[src/clock_sync_pkg.sv]
//
// Purpose: Shared constants for the multi-chip clock synchronisation block.
// Assumes: core_clk is the sampling clock; classic Wishbone, 32-bit data.
// Notes:   Register indices are word indices; byte address is index times four.
//
package clock_sync_pkg;

   // ***************************************************************
   // Register map
   // ***************************************************************
   localparam logic [7:0] SYNC_CFG_INDEX = 8'h0C;
   localparam logic [7:0] SYNC_STATUS_INDEX = 8'h0D;
   localparam logic [7:0] SYNC_CFG_ADDR = 8'(SYNC_CFG_INDEX * 4);
   localparam logic [7:0] SYNC_STATUS_ADDR = 8'(SYNC_STATUS_INDEX * 4);
   localparam int ADDR_W = 8;
   localparam int CFG_W = 16;
   localparam logic [15:0] SYNC_CFG_RESET = 16'h0000;
   // Writable bits: delay code, phase select, role, output enable
   localparam logic [15:0] SYNC_CFG_WMASK = 16'hFF73;

   // ***************************************************************
   // Field positions
   // ***************************************************************
   localparam int REF_OUT_EN_BIT = 0;
   localparam int FOLLOWER_BIT = 1;
   localparam int PHASE_LSB = 4;
   localparam int PHASE_MSB = 6;
   localparam int DELAY_LSB = 8;
   localparam int DELAY_MSB = 15;
   localparam int STAT_LOCKED_BIT = 0;
   localparam int STAT_UNSTABLE_BIT = 1;
   localparam int STAT_FOLLOWER_BIT = 2;

   // ***************************************************************
   // Clock ratios and timing
   // ***************************************************************
   localparam logic [5:0] REF_DIV = 6'h28;
   localparam logic [5:0] REF_HALF = 6'h14;
   localparam logic [2:0] OUTPUT_DATA_CLOCK_HALF = 3'h4;
   localparam logic [2:0] PHASE_RISE = 3'h0;
   // Divider value at the cycle after the filtered reference edge
   localparam logic [5:0] REF_ALIGN_CNT = 6'h03;
   localparam int DELAY_MAX_PS = 400;
   localparam int CORE_PERIOD_NS = 50;
   // Lock lost after two reference periods with no edge
   localparam logic [7:0] LOCK_TIMEOUT = 8'(2 * REF_DIV);

   typedef enum logic [1:0] {
      ROLE_LEADER = 2'b00,
      ROLE_FOLLOW_WAIT = 2'b01,
      ROLE_FOLLOW_LOCK = 2'b11
   } role_state_t;

endpackage : clock_sync_pkg

[src/clock_sync_ctrl.sv]
//
// Purpose: Leader/follower reference clock logic with data clock alignment.
// Assumes: Reference input is asynchronous but of the same source as core_clk.
// Notes:   The analog input delay is modelled as regions of codes.
//
import clock_sync_pkg::*;

module clock_sync_ctrl #(
   parameter int DATA_W = 10,
   parameter int LATENCY = 16,
   parameter int REGION_SPAN = 64,
   parameter int UNSTABLE_W = 8
) (
   input wire logic core_clk,
   input wire logic rst,
   input wire logic wb_cyc_i,
   input wire logic wb_stb_i,
   input wire logic wb_we_i,
   input wire logic [clock_sync_pkg::ADDR_W-1:0] wb_adr_i,
   input wire logic [3:0] wb_sel_i,
   input wire logic [31:0] wb_dat_i,
   output logic [31:0] wb_dat_o,
   output logic wb_ack_o,
   input wire logic reference_input_pair_p,
   input wire logic reference_input_pair_n,
   output logic [1:0] ref_clock_outputs,
   output logic output_data_clock,
   input wire logic [DATA_W-1:0] sample_data,
   output logic [DATA_W-1:0] output_data,
   output logic sync_locked
);
   import clock_sync_pkg::*;

   // ***************************************************************
   // Helper functions
   // ***************************************************************

   // Codes near a region boundary cannot be captured cleanly
   function automatic logic code_unstable(input logic [7:0] code);
      int rem;
      rem = int'(code) % REGION_SPAN;
      return (int'(code) >= REGION_SPAN) && (rem < UNSTABLE_W);
   endfunction : code_unstable

   // Stable region index, one data clock eighth per region
   function automatic logic [2:0] code_region(input logic [7:0] code);
      return 3'(int'(code) / REGION_SPAN);
   endfunction : code_region

   // ***************************************************************
   // Register and bus state
   // ***************************************************************
   logic [CFG_W-1:0] sync_reference_config;
   logic [CFG_W-1:0] next_cfg;
   logic [CFG_W-1:0] wr_lanes;
   logic bus_req;
   logic wr_cfg;
   logic [7:0] ref_delay_setting;
   logic [2:0] output_clock_phase_select;
   logic ref_output_enable;
   logic follower;
   role_state_t role_state;
   logic [5:0] div_cnt;
   logic [7:0] lock_cnt;
   logic [2:0] lag;
   logic [2:0] output_data_clock_phase;
   logic unstable;
   logic ref_s1;
   logic ref_s2;
   logic ref_s3;
   logic ref_level;
   logic ref_rise;
   logic [DATA_W-1:0] pipe [LATENCY];
   logic [7:0] fill_cnt;

   assign bus_req = wb_cyc_i && wb_stb_i && !wb_ack_o;
   assign wr_cfg = bus_req && wb_we_i && (wb_adr_i == SYNC_CFG_ADDR);
   assign wr_lanes = {{8{wb_sel_i[1]}}, {8{wb_sel_i[0]}}};
   assign ref_delay_setting = sync_reference_config[DELAY_MSB:DELAY_LSB];
   assign output_clock_phase_select = sync_reference_config[PHASE_MSB:PHASE_LSB];
   assign ref_output_enable = sync_reference_config[REF_OUT_EN_BIT];
   assign follower = sync_reference_config[FOLLOWER_BIT];
   assign unstable = follower && code_unstable(ref_delay_setting);

   // Byte lanes merge into the writable bits only
   always_comb begin
      next_cfg = sync_reference_config;
      next_cfg = (sync_reference_config & ~(wr_lanes & SYNC_CFG_WMASK))
         | (wb_dat_i[CFG_W-1:0] & wr_lanes & SYNC_CFG_WMASK);
   end

   // ***************************************************************
   // Wishbone slave
   // ***************************************************************

   // Ack one cycle after the request, dropped in the next
   always_ff @(posedge core_clk) begin
      if (rst) begin
         wb_ack_o <= 1'b0;
      end else begin
         wb_ack_o <= bus_req;
      end
   end

   // Read data; unmapped words read as zero
   always_ff @(posedge core_clk) begin
      if (rst) begin
         wb_dat_o <= 32'h0000_0000;
      end else if (bus_req && !wb_we_i) begin
         case (wb_adr_i)
            SYNC_CFG_ADDR: begin
               wb_dat_o <= {16'h0000, sync_reference_config};
            end
            SYNC_STATUS_ADDR: begin
               wb_dat_o <= 32'h0000_0000;
               wb_dat_o[STAT_LOCKED_BIT] <= sync_locked;
               wb_dat_o[STAT_UNSTABLE_BIT] <= unstable;
               wb_dat_o[STAT_FOLLOWER_BIT] <= follower;
            end
            default: begin
               wb_dat_o <= 32'h0000_0000;
            end
         endcase
      end
   end

   always_ff @(posedge core_clk) begin
      if (rst) begin
         sync_reference_config <= SYNC_CFG_RESET;
      end else if (wr_cfg) begin
         sync_reference_config <= next_cfg;
      end
   end

   // ***************************************************************
   // Reference input synchroniser
   // ***************************************************************

   // Three stages; a level counts once stages two and three agree
   always_ff @(posedge core_clk) begin
      if (rst) begin
         ref_s1 <= 1'b0;
         ref_s2 <= 1'b0;
         ref_s3 <= 1'b0;
         ref_level <= 1'b0;
      end else begin
         ref_s1 <= reference_input_pair_p && !reference_input_pair_n;
         ref_s2 <= ref_s1;
         ref_s3 <= ref_s2;
         if (ref_s2 == ref_s3) begin
            ref_level <= ref_s3;
         end
      end
   end

   assign ref_rise = (ref_s2 == ref_s3) && ref_s3 && !ref_level;

   // ***************************************************************
   // Divider and role tracking
   // ***************************************************************

   // leader free-runs from the sampling clock
   // follower snaps the divider to the reference edge
   always_ff @(posedge core_clk) begin
      if (rst) begin
         div_cnt <= 6'h00;
      end else if (follower && ref_rise) begin
         div_cnt <= REF_ALIGN_CNT;
      end else if (div_cnt == REF_DIV - 6'h01) begin
         div_cnt <= 6'h00;
      end else begin
         div_cnt <= div_cnt + 6'h01;
      end
   end

   // role follows bit 1; lock needs a recent reference edge
   always_ff @(posedge core_clk) begin
      if (rst) begin
         role_state <= ROLE_LEADER;
         lock_cnt <= 8'h00;
      end else begin
         case (role_state)
            ROLE_LEADER: begin
               lock_cnt <= 8'h00;
               if (follower) begin
                  role_state <= ROLE_FOLLOW_WAIT;
               end
            end
            ROLE_FOLLOW_WAIT: begin
               lock_cnt <= 8'h00;
               if (!follower) begin
                  role_state <= ROLE_LEADER;
               end else if (ref_rise) begin
                  role_state <= ROLE_FOLLOW_LOCK;
               end
            end
            ROLE_FOLLOW_LOCK: begin
               lock_cnt <= ref_rise ? 8'h00 : lock_cnt + 8'h01;
               if (!follower) begin
                  role_state <= ROLE_LEADER;
               end else if (lock_cnt >= LOCK_TIMEOUT) begin
                  role_state <= ROLE_FOLLOW_WAIT;
               end
            end
            default: begin
               role_state <= ROLE_LEADER;
               lock_cnt <= 8'h00;
            end
         endcase
      end
   end

   // Lock flag; a leader aligns to nobody after reset
   always_ff @(posedge core_clk) begin
      if (rst) begin
         sync_locked <= 1'b0;
      end else begin
         sync_locked <= (role_state == ROLE_FOLLOW_LOCK);
      end
   end

   // ***************************************************************
   // Reference outputs
   // ***************************************************************

   // both outputs at data clock / 5 when enabled
   // taken from the divider, not the phase lag
   always_ff @(posedge core_clk) begin
      if (rst) begin
         ref_clock_outputs <= 2'b00;
      end else begin
         ref_clock_outputs <= {2{ref_output_enable && (div_cnt < REF_HALF)}};
      end
   end

   // ***************************************************************
   // Data clock and data path
   // ***************************************************************

   // phase select adds 45 degree steps
   // delay code picks the capture region
   // each later region adds one more step of lag
   assign lag = follower ? 3'(output_clock_phase_select + code_region(ref_delay_setting))
      : 3'h0;
   assign output_data_clock_phase = 3'(div_cnt[2:0] - lag);

   // unstable region holds the clock high
   always_ff @(posedge core_clk) begin
      if (rst) begin
         output_data_clock <= 1'b0;
      end else if (unstable) begin
         output_data_clock <= 1'b1;
      end else begin
         output_data_clock <= (output_data_clock_phase < OUTPUT_DATA_CLOCK_HALF);
      end
   end

   // fixed pipeline depth from sample to output
   always_ff @(posedge core_clk) begin
      if (rst) begin
         for (int i = 0; i < LATENCY; i++) begin
            pipe[i] <= '0;
         end
      end else begin
         pipe[0] <= sample_data;
         for (int i = 1; i < LATENCY; i++) begin
            pipe[i] <= pipe[i-1];
         end
      end
   end

   // Pipeline fill count; reset clears the pipe, so it is only full later
   always_ff @(posedge core_clk) begin
      if (rst) begin
         fill_cnt <= 8'h00;
      end else if (fill_cnt < 8'(LATENCY)) begin
         fill_cnt <= fill_cnt + 8'h01;
      end
   end

   // data launched on the same phase as the data clock
   always_ff @(posedge core_clk) begin
      if (rst) begin
         output_data <= '0;
      end else if (!unstable && output_data_clock_phase == PHASE_RISE) begin
         output_data <= pipe[LATENCY-1];
      end
   end
endmodule : clock_sync_ctrl

[config.mk]
export PLATFORM = sky130hd
export DESIGN_NAME = clock_sync_ctrl
export DESIGN_NICKNAME = d
export VERILOG_FILES = /design/src/clock_sync_pkg.sv /design/src/clock_sync_ctrl.sv
export SDC_FILE = /design/constraint.sdc
export NUM_CORES = 1
export LEC_CHECK = 0
export BUFFER_PORTS_ARGS = -buffer_cell sky130_fd_sc_hd__buf_2
export CAP_MARGIN = 20
export CORE_ASPECT_RATIO = 0.9
export CORE_UTILIZATION = 55
export DETAILED_ROUTE_END_ITERATION = 7
export GPL_ROUTABILITY_DRIVEN = 0
export HOLD_SLACK_MARGIN = 0.15
export PLACE_DENSITY = 0.78
export SLEW_MARGIN = 20
export SYNTH_ARGS = -nofsm -noshare
export SYNTH_HDL_FRONTEND = slang
export SYNTH_SLANG_ARGS = --single-unit
[constraint.sdc]
create_clock -name core_clk -period 3.5 [get_ports core_clk]
set_input_delay 0.525 -clock core_clk [delete_from_list [all_inputs] [get_ports core_clk]]
set_output_delay 0.525 -clock core_clk [all_outputs]
set_load 0.1 [all_outputs]
* Word-level counts from Yosys, hierarchy flattened
Memories as Yosys holds them, arrays and structs flattened. A register that Yosys moved wholly into a read port is not among the register bits. Cells that the tools add are included.
Cells by class: $add $sub $neg 4, multiply operators 0, div/mod/pow operators 0, $lt $le $gt $ge 5, equal/unequal tests 9, shifts and indexed selects 0, multiplexer cells 30, bitwise logic cells 21, reductions and logical operators 23
Operator list (number):
- $mux 10 | 16
- $and 16x16->16 | 2
- $pmux 16 s2 | 1
- $eq 8x6->1 const B | 2
- $ge 8x7->1 const B | 2
- $not 16->16 | 1
- $or 1x1->1 | 16
- $or 16x16->16 | 1
- $mux 2 | 7
- $logic_and 1x1->1 | 13
- $add 8x1->8 const B | 1
- $add 6x1->6 const B | 1
- $eq 6x6->1 const B | 1
- $lt 6x4->1 const B | 1
- $lt 6x5->1 const B | 1
- $ne 3x3->1 const B | 2
- $pmux 2 s3 | 1
- $reduce_or 3->1 | 2
- $logic_not 1->1 | 5
- $mux 1 | 4
- $add 3x2->3 | 1
- $logic_not 3->1 | 1
- $lt 3x3->1 const B | 1
- $mux 3 | 1
- other kinds (8) | 8
Storage, ports and cells: bits in registers 72, latch bits 0, RAM bits 160, ROM bits 0, input bits 61, output and inout port bits 47, memories 1
Memories:
- pipe | words 16, bits a word 10, rd ports 16, clocked after Yosys merged registers in 1, wr ports 16, line clock_sync_ctrl.sv:73 | logic [DATA_W-1:0] pipe [LATENCY];

* Longest topological paths before layout
Gate-level depths: netlist of the first run.
depth after elaboration 6, gate-level depth with buffers 10

* Worst setup path before layout of the first run
Ideal clock, no wire load.
kind register -> register, from reg with a tool-made name, to reg output_data[0], read port of pipe, library setup time 0.132 ns, data arrival time 2.332 ns, data required time 3.368 ns, path slack 1.035 ns, stages on the path, launching flop included 11, buffers on the path 1, clock period less this slack 2.465 ns, cells stage by stage dfxtp_1 -> ha_1 -> inv_1 -> fa_1 -> nand2b_1 -> ha_1 -> a21oi_1 -> xor3_1 -> clkbuf_2 -> o21ai_0 -> a21oi_1
RTL lines:
- end, declared | line clock_sync_ctrl.sv:29 | output logic [DATA_W-1:0] output_data,

==> impl_metrics.tcl, run 1 <==
set metrics [dict create \
    p_int_w 0.00388 \
    grt_max_degree 137 \
    setup_viol 0 \
    yosysWarnings 0 \
    antenna_cells 0 \
    p_leak_nw 3.35 \
    initial_core_util_pct 56.9 \
    grt_pass1_vias 3796 \
    synth_area_per_cell_um2 11.3 \
    die_h_um 108 \
    min_period_over_period_pct 77.0 \
    cp_slowest_cell "xor3_1" \
    syn_inst 615 \
    drtIter0Drc 163 \
    highest-signal-layer "met4" \
    met2WireLength_mm 4.61 \
    final_common_cell "dfxtp_1" \
    cts_setup_buffers 0 \
    first_pass_iters 6 \
    grt_usage_pct 14.9 \
    max-slew-margin-rel_pct 55.0 \
    num_io_pins 108 \
    peakVddDrop_mv 0.509 \
    dpl_cell_area_mm2 0.00728 \
    synthArstFlopShare_pct 0 \
    drive_above_1_share_pct 16.1 \
    rows 38 \
    clock.fmax_ghz 0.371 \
    hold_viol 0 \
    drc 0 \
    min_period_ns 2.69 \
    insertion_delay_ns 0.48 \
    cts.repair.resized 0 \
    switching_share_pct 21.5 \
    synthDistinctLibCells 42 \
    cts.sinks 221 \
    synth_edf_count 0 \
    areaGrowthSynthToFinish_pct 15.1 \
    path_clk_slew_ns 0.06 \
    cts_made_buffers 21 \
    drv_cap 0 \
    routed_wirelength_mm 9.44 \
    fin_nets 745 \
    critPathLaunchType "flop" \
    grt_setup_unrepaired "no" \
    avgRoutedWirePerCell_um 11.1 \
    cp_slowest_stage_delay_ns 0.52 \
    wl_met3_um 524 \
    drt-met1-wl_mm 4.10 \
    crit_fanout 11 \
    worst_setup_path_end_kind "flop" \
    pwr-share-clk_pct 43.9 \
    timing.setup.tns_ns 0 \
    finalMaxSlewViolations 0 \
    ys_seq_area_share_pct 63.9 \
    min_path_type "in -> reg" \
    antenna_found_initial 0 \
    combinationalPowerShare_pct 4.5 \
    power.density_mw_per_mm2 620 \
    dr_total_vias 4006 \
    min_from "reference_input_pair_n" \
    seq_power_share_pct 51.5 \
    clk_path_buf_depth 3 \
    stdcell_area_mm2 0.00797 \
    cts_hold_buf 0 \
    finClkSkew_ns 0.00889 \
    arrival_ns 3.03 \
    worst_pin_slew_ns 0.669 \
    synthFlopType "dfxtp_1" \
    grt-ovfl-total 0 \
    clockRootBuffer "clkbuf_16" \
    coreArea_mm2 0.0122 \
    grt_pass1_wl_mm 16.0 \
    ys_ff_latch 221 \
    critical_path.cell_chain "ha_1 -> inv_1 -> fa_1 -> nand2b_1 -> ha_1 -> a21oi_1 -> xor3_1 -> o21ai_0 -> a21oi_1" \
    h-tree-depth 1 \
    power_switching_w 0.00106 \
    io_buffers 68 \
    dp_hpwl_mm 5.88 \
    final_cell_mix "dfxtp_1, nor2b_1, buf_2" \
    cp_data_required_time_ns 3.84 \
    dieArea_mm2 0.0130 \
    tritoncts "yes" \
    synth_area_mm2 0.00692 \
    crit_type "reg -> reg" \
    via_per_inst 4.71 \
    ant_nets 0 \
    status "complete, no violations" \
    die_w_um 120 \
]
stage by stage:
step | hold slack, ns | std cells | setup WS, ns | total power (W) | util [%]
after floorplan | 0.414 | 632 | 1.04 | 0.00280 | -
after global placement | 0.416 | 813 | 0.893 | 0.00282 | 59.8
after detailed placement | 0.420 | 813 | 0.810 | 0.00283 | 59.8
after CTS | 0.183 | 851 | 0.809 | 0.00501 | 65.5
after global routing | 0.186 | 851 | 0.584 | 0.00513 | 65.5
final | 0.202 | 851 | 0.807 | 0.00494 | 65.5
cells by family after synthesis:
family	share of synthesized area, %
simple gates	21.6
compound gates	3.90
buf+inv	4.57
fa+ha+maj	1.55
flops	63.9
other cells	0.0542
mux	2.33
xor+xnor	2.06
power by group through the flow:
stage	clock network (W)	logic [W]	registers (W)
floorplan	0	0.000190	0.00261
global placement	0	0.000220	0.00260
detailed placement	0	0.000225	0.00260
CTS	0.00223	0.000225	0.00255
global route	0.00234	0.000239	0.00255
finish	0.00217	0.000224	0.00255
final cells by class:
cell class / instances / area (um2)
Sequential cell: 221 / 4420
Multi-Input combinational cell: 351 / 2250
Timing Repair Buffer: 69 / 367
Clock buffer: 30 / 609
Fill cell: 961 / 4200
Tap cell: 160 / 200
Inverter: 12 / 45.0
Clock inverter: 8 / 75.1
synth_stat cells (2+ instances only):
master    count  share of area [%]
nand2_2       2               0.18
nand3_1      18                1.3
clkbuf_1     19                1.0
dfxtp_1     221                 64
a21oi_1      14                1.0
buf_6         2               0.33
ha_1          7                1.3
nor2b_1     162                 15
clkbuf_2      2               0.14
nand2b_1      3               0.27
nor4_4        2               0.61
a22oi_1      13                1.4
buf_1         4               0.22
nand2_1       2               0.11
and3_1        4               0.36
inv_1        12               0.65
xor2_1        8                1.0
nor2_1       47                2.5
nor3b_1       2               0.22
buf_4        19                2.1
buf_2         2               0.14
xnor2_1       3               0.38
mux2i_1      15                2.2
nor3_1        2               0.14
o21ai_0      13               0.94
layer usage:
metal	GRT usage, %	vias to the layer above
met2	28.6	99
li1	-	2045
met1	15.9	1843
met4	5.38	0
met5	0	-
met3	3.48	19
registers in the layout, indices dropped and copies added, names as in the netlist, named ones only:
name               count
sync_locked            1
ref_s1                 1
lock_cnt               8
role_state             2
ref_s3                 1
output_data_clock      1
wb_ack_o               1
output_data           10
ref_clock_outputs      1
div_cnt                6
ref_level              1
ref_s2                 1
pipe                 160
wb_dat_o              14
worst max-delay path, delay by kind of cell (launching register included):
family          cells  cell delay [ns]
compound gates      3             0.59
simple gates        1             0.16
fa+ha+maj           3             0.89
flops               1             0.37
buf+inv             1             0.04
xor+xnor            1             0.52
worst paths after layout:
path / endpoint / depth (start not counted) / slack [ns]
max: output_data[1]$_SDFFE_PP0P_ / 9 / 0.81
min reg2reg: pipe[13][1]$_SDFF_PP0_ / 1 / 0.43
min: ref_s1$_SDFF_PP0_ / 2 / 0.20
max reg2reg: output_data[1]$_SDFFE_PP0P_ / 9 / 0.81
Power figures use the tool's default switching activity.
==> run 2: changes to the inputs <==
Settings changed: ABC_AREA set to 1, CORE_UTILIZATION 55 to 50, PLACE_DENSITY 0.78 to 0.74.
Clock period 3.5 ns to 2.4 ns, I/O delays scaled along.
==> run 2 against run 1 <==
Net effect:
- sequential share of layout area shrank 5.1 points
- hold slack got worse by 0.0031 ns
- worst setup slack got worse by 0.72 ns
- first-iteration DRC count up 18%
- design area up 10%
- via count grew 24%
- sequential cell count unchanged
- combinational power grew to 2.8 times the previous value
- critical path type unchanged
- largest cell class unchanged
- highest routed layer unchanged
==> impl_metrics.tcl, run 2 <==
set metrics [dict create \
    seq_power_share_pct 49.9 \
    synth.area.mux_share_pct 0 \
    yosys.area_share.simple_pct 19.7 \
    power.density_mw_per_mm2 857 \
    grt_max_degree 145 \
    final_common_cell "dfxtp_1" \
    arrival_ns 2.70 \
    crit_type "reg -> reg" \
    max-slew-margin-rel_pct 61.1 \
    cp_slowest_cell "fa_1" \
    dieArea_mm2 0.0151 \
    cp_common_cell "nand2_4" \
    crit_family "adder cells" \
    drc 0 \
    grt-ovfl-total 0 \
    combinationalPowerShare_pct 8.5 \
    insertion_delay_ns 0.49 \
    top_register "pipe" \
    yosysTopAreaCell "dfxtp_1" \
    path_buf_inv 2 \
    fin_hold_ws_ns 0.199 \
    areaGrowthSynthToFinish_pct 20.1 \
    via_per_inst 4.24 \
    clk_path_buf_depth 3 \
    synthArstFlopShare_pct 0 \
    yosysWarnings 0 \
    pwr-share-clk_pct 41.6 \
    grt_setup_unrepaired "yes" \
    post-synth-top-count-cell "dfxtp_1" \
    coreArea_mm2 0.0142 \
    cts_made_buffers 21 \
    min_path_type "in -> reg" \
    worst_pin_slew_ns 0.583 \
    cp_slowest_stage_delay_ns 0.45 \
    antenna_found_initial 0 \
    synthFlopType "dfxtp_1" \
    ys_seq_area_share_pct 60.6 \
    critical_path.cell_chain "ha_4 -> inv_2 -> fa_1 -> or2_4 -> ha_4 -> nand2_4 -> nand2_4 -> nand2_4 -> nand2_4 -> nand2_4 -> buf_4 -> nand4_1 -> nand2_1 -> nor2_1" \
    final_cell_mix "dfxtp_1, nor2_1, inv_1" \
    min_period_ns 2.31 \
    cts.sinks 221 \
    rows 41 \
    p_int_w 0.00573 \
    synthDistinctLibCells 31 \
    synth_area_mm2 0.00731 \
    synth_area_per_cell_um2 8.41 \
    crit_fanout 5 \
    avgRoutedWirePerCell_um 9.54 \
    p_leak_nw 3.65 \
    drtIter0Drc 193 \
    num_io_pins 108 \
    synth_compound_area_share_pct 3.19 \
    worst_setup_path_end_kind "flop" \
    finClkSkew_ns 0.00502 \
    dp_hpwl_mm 6.46 \
    largest_register_ffs 160 \
    grt_pass1_wl_mm 19.2 \
    switching_share_pct 23.8 \
    finalMaxSlewViolations 0 \
    critPathLaunchType "flop" \
    synth_top_family_by_area "simple AND/OR/NAND/NOR gates" \
    drv_cap 0 \
    grt_usage_pct 15.6 \
    synth_edf_count 0 \
    min_period_over_period_pct 96.4 \
    fin_nets 1033 \
    synth-xor-area-share_pct 0.360 \
    filler_cell_count 1188 \
    clock.fmax_ghz 0.432 \
    status "complete, no violations" \
    timing.setup.tns_ns 0 \
    power_switching_w 0.00179 \
    top_regs "pipe: 160 flops, wb_dat_o: 14 flops, output_data: 10 flops" \
    path_clk_slew_ns 0.06 \
    tritoncts "yes" \
    final_util_pct 61.9 \
    min_from "wb_cyc_i" \
    routed_wirelength_mm 11.1 \
    synthAdderAreaFrac_pct 1.47 \
    p_total_w 0.00751 \
    antenna_cells 0 \
    dr_total_vias 4956 \
    initial_core_util_pct 51.6 \
    h-tree-depth 1 \
    io_buffers 68 \
    peakVddDrop_mv 0.514 \
    drive_above_1_share_pct 14.8 \
    first_pass_iters 4 \
    netlist.area_leader.share_pct 60.6 \
    hold_viol 0 \
    die_h_um 117 \
    grt_pass1_vias 4566 \
    setup_viol 0 \
    cp_data_required_time_ns 2.78 \
    die_w_um 129 \
    syn_inst 869 \
    ys_ff_latch 221 \
    synth_top_cells_by_count "dfxtp_1, inv_1, nor2_1" \
    ant_nets 0 \
    ys_top_cells_by_area "dfxtp_1, inv_1, nor2_1" \
    clockRootBuffer "clkbuf_16" \
]
-- run 2: changes by cell type after synthesis, sizes merged, moves of 5 or more --
cell / before / now
nand4: 0 / 15
nand2: 4 / 90
a21oi: 14 / 37
xor2: 8 / 3
clkbuf: 21 / 6
mux2i: 15 / 0
inv: 12 / 206
buf: 27 / 42
nor2b: 162 / 0
nor2: 47 / 208
o21ai: 14 / 6
a22oi: 13 / 1
-- run 2: worst paths after layout --
| kind | to | slack (ns) | depth (start not counted) |
|---|---|---|---|
| worst max register to register | output_data[4]$_SDFFE_PP0P_ | 0.09 | 14 |
| worst min register to register | pipe[11][9]$_SDFF_PP0_ | 0.40 | 2 |
| worst max-delay path | output_data[4]$_SDFFE_PP0P_ | 0.09 | 14 |
| worst min-delay path | wb_ack_o$_SDFF_PP0_ | 0.20 | 3 |
-- run 2: what timing repair did --
action,4_1_cts,5_1_grt
cloned,1,1
pin swaps,6,12
setup buffers,0,1
resized for setup,7,20
endpoints found under the setup margin,11,11
hold buffers,25,0
hold endpoints to repair,24,0
-- run 2: per-stage QoR --
step	worst slack, ns	std cells	area [um2]
2_1_floorplan	0.0918	886	7370
3_3_place_gp	0.0284	1106	7740
3_5_place_dp	-0.0546	1106	7740
4_1_cts	0.0241	1166	8680
5_1_grt	-0.0305	1168	8770
6_report	0.0863	1168	8770
-- run 2: power by group through the flow --
stage          registers (W)  logic (W)  clock network, W
3_3_place_gp         0.00383   0.000560                 0
5_1_grt              0.00375   0.000688           0.00337
2_1_floorplan        0.00400   0.000326                 0
3_5_place_dp         0.00383   0.000566                 0
6_report             0.00375   0.000636           0.00312
4_1_cts              0.00375   0.000608           0.00320
-- run 2: area by class of cell --
| type | instances | area, um2 | share of cell area (%) |
|---|---|---|---|
| flip-flops and latches | 221 | 4430 | 50.5 |
| clock buffers | 27 | 558 | 6.36 |
| multi-input cells | 411 | 1990 | 22.7 |
| well taps | 193 | 241 | 2.75 |
| clock inverters | 7 | 91.3 | 1.04 |
| repair buffers | 102 | 684 | 7.80 |
| inverters | 207 | 782 | 8.92 |
-- run 2: worst reg2reg max path, stage by stage (launching register included) --
cell and delay, ns:
dfxtp_2 0.35, ha_4 0.14, inv_2 0.03, fa_1 0.45
or2_4 0.26, ha_4 0.25, nand2_4 0.10, nand2_4 0.06
nand2_4 0.08, nand2_4 0.06, nand2_4 0.08, buf_4 0.15
nand4_1 0.09, nand2_1 0.06, nor2_1 0.04
-- run 2: metal layers --
layer | up-vias | wire length, um | share of wire, % | GRT usage, %
met5 | - | 0 | 0 | 0
met4 | 0 | 255 | 2.3 | 5.97
met3 | 27 | 456 | 4.1 | 3.53
met2 | 78 | 5340 | 48 | 28.1
met1 | 2198 | 5090 | 46 | 18.2
li1 | 2653 | - | - | -
-- run 2: kinds of logic after synthesis --
family,count (synthesis)
fa+ha+maj,8
simple gates,336
buf+inv,255
other cells,1
xor+xnor,3
flops,221
compound gates,45
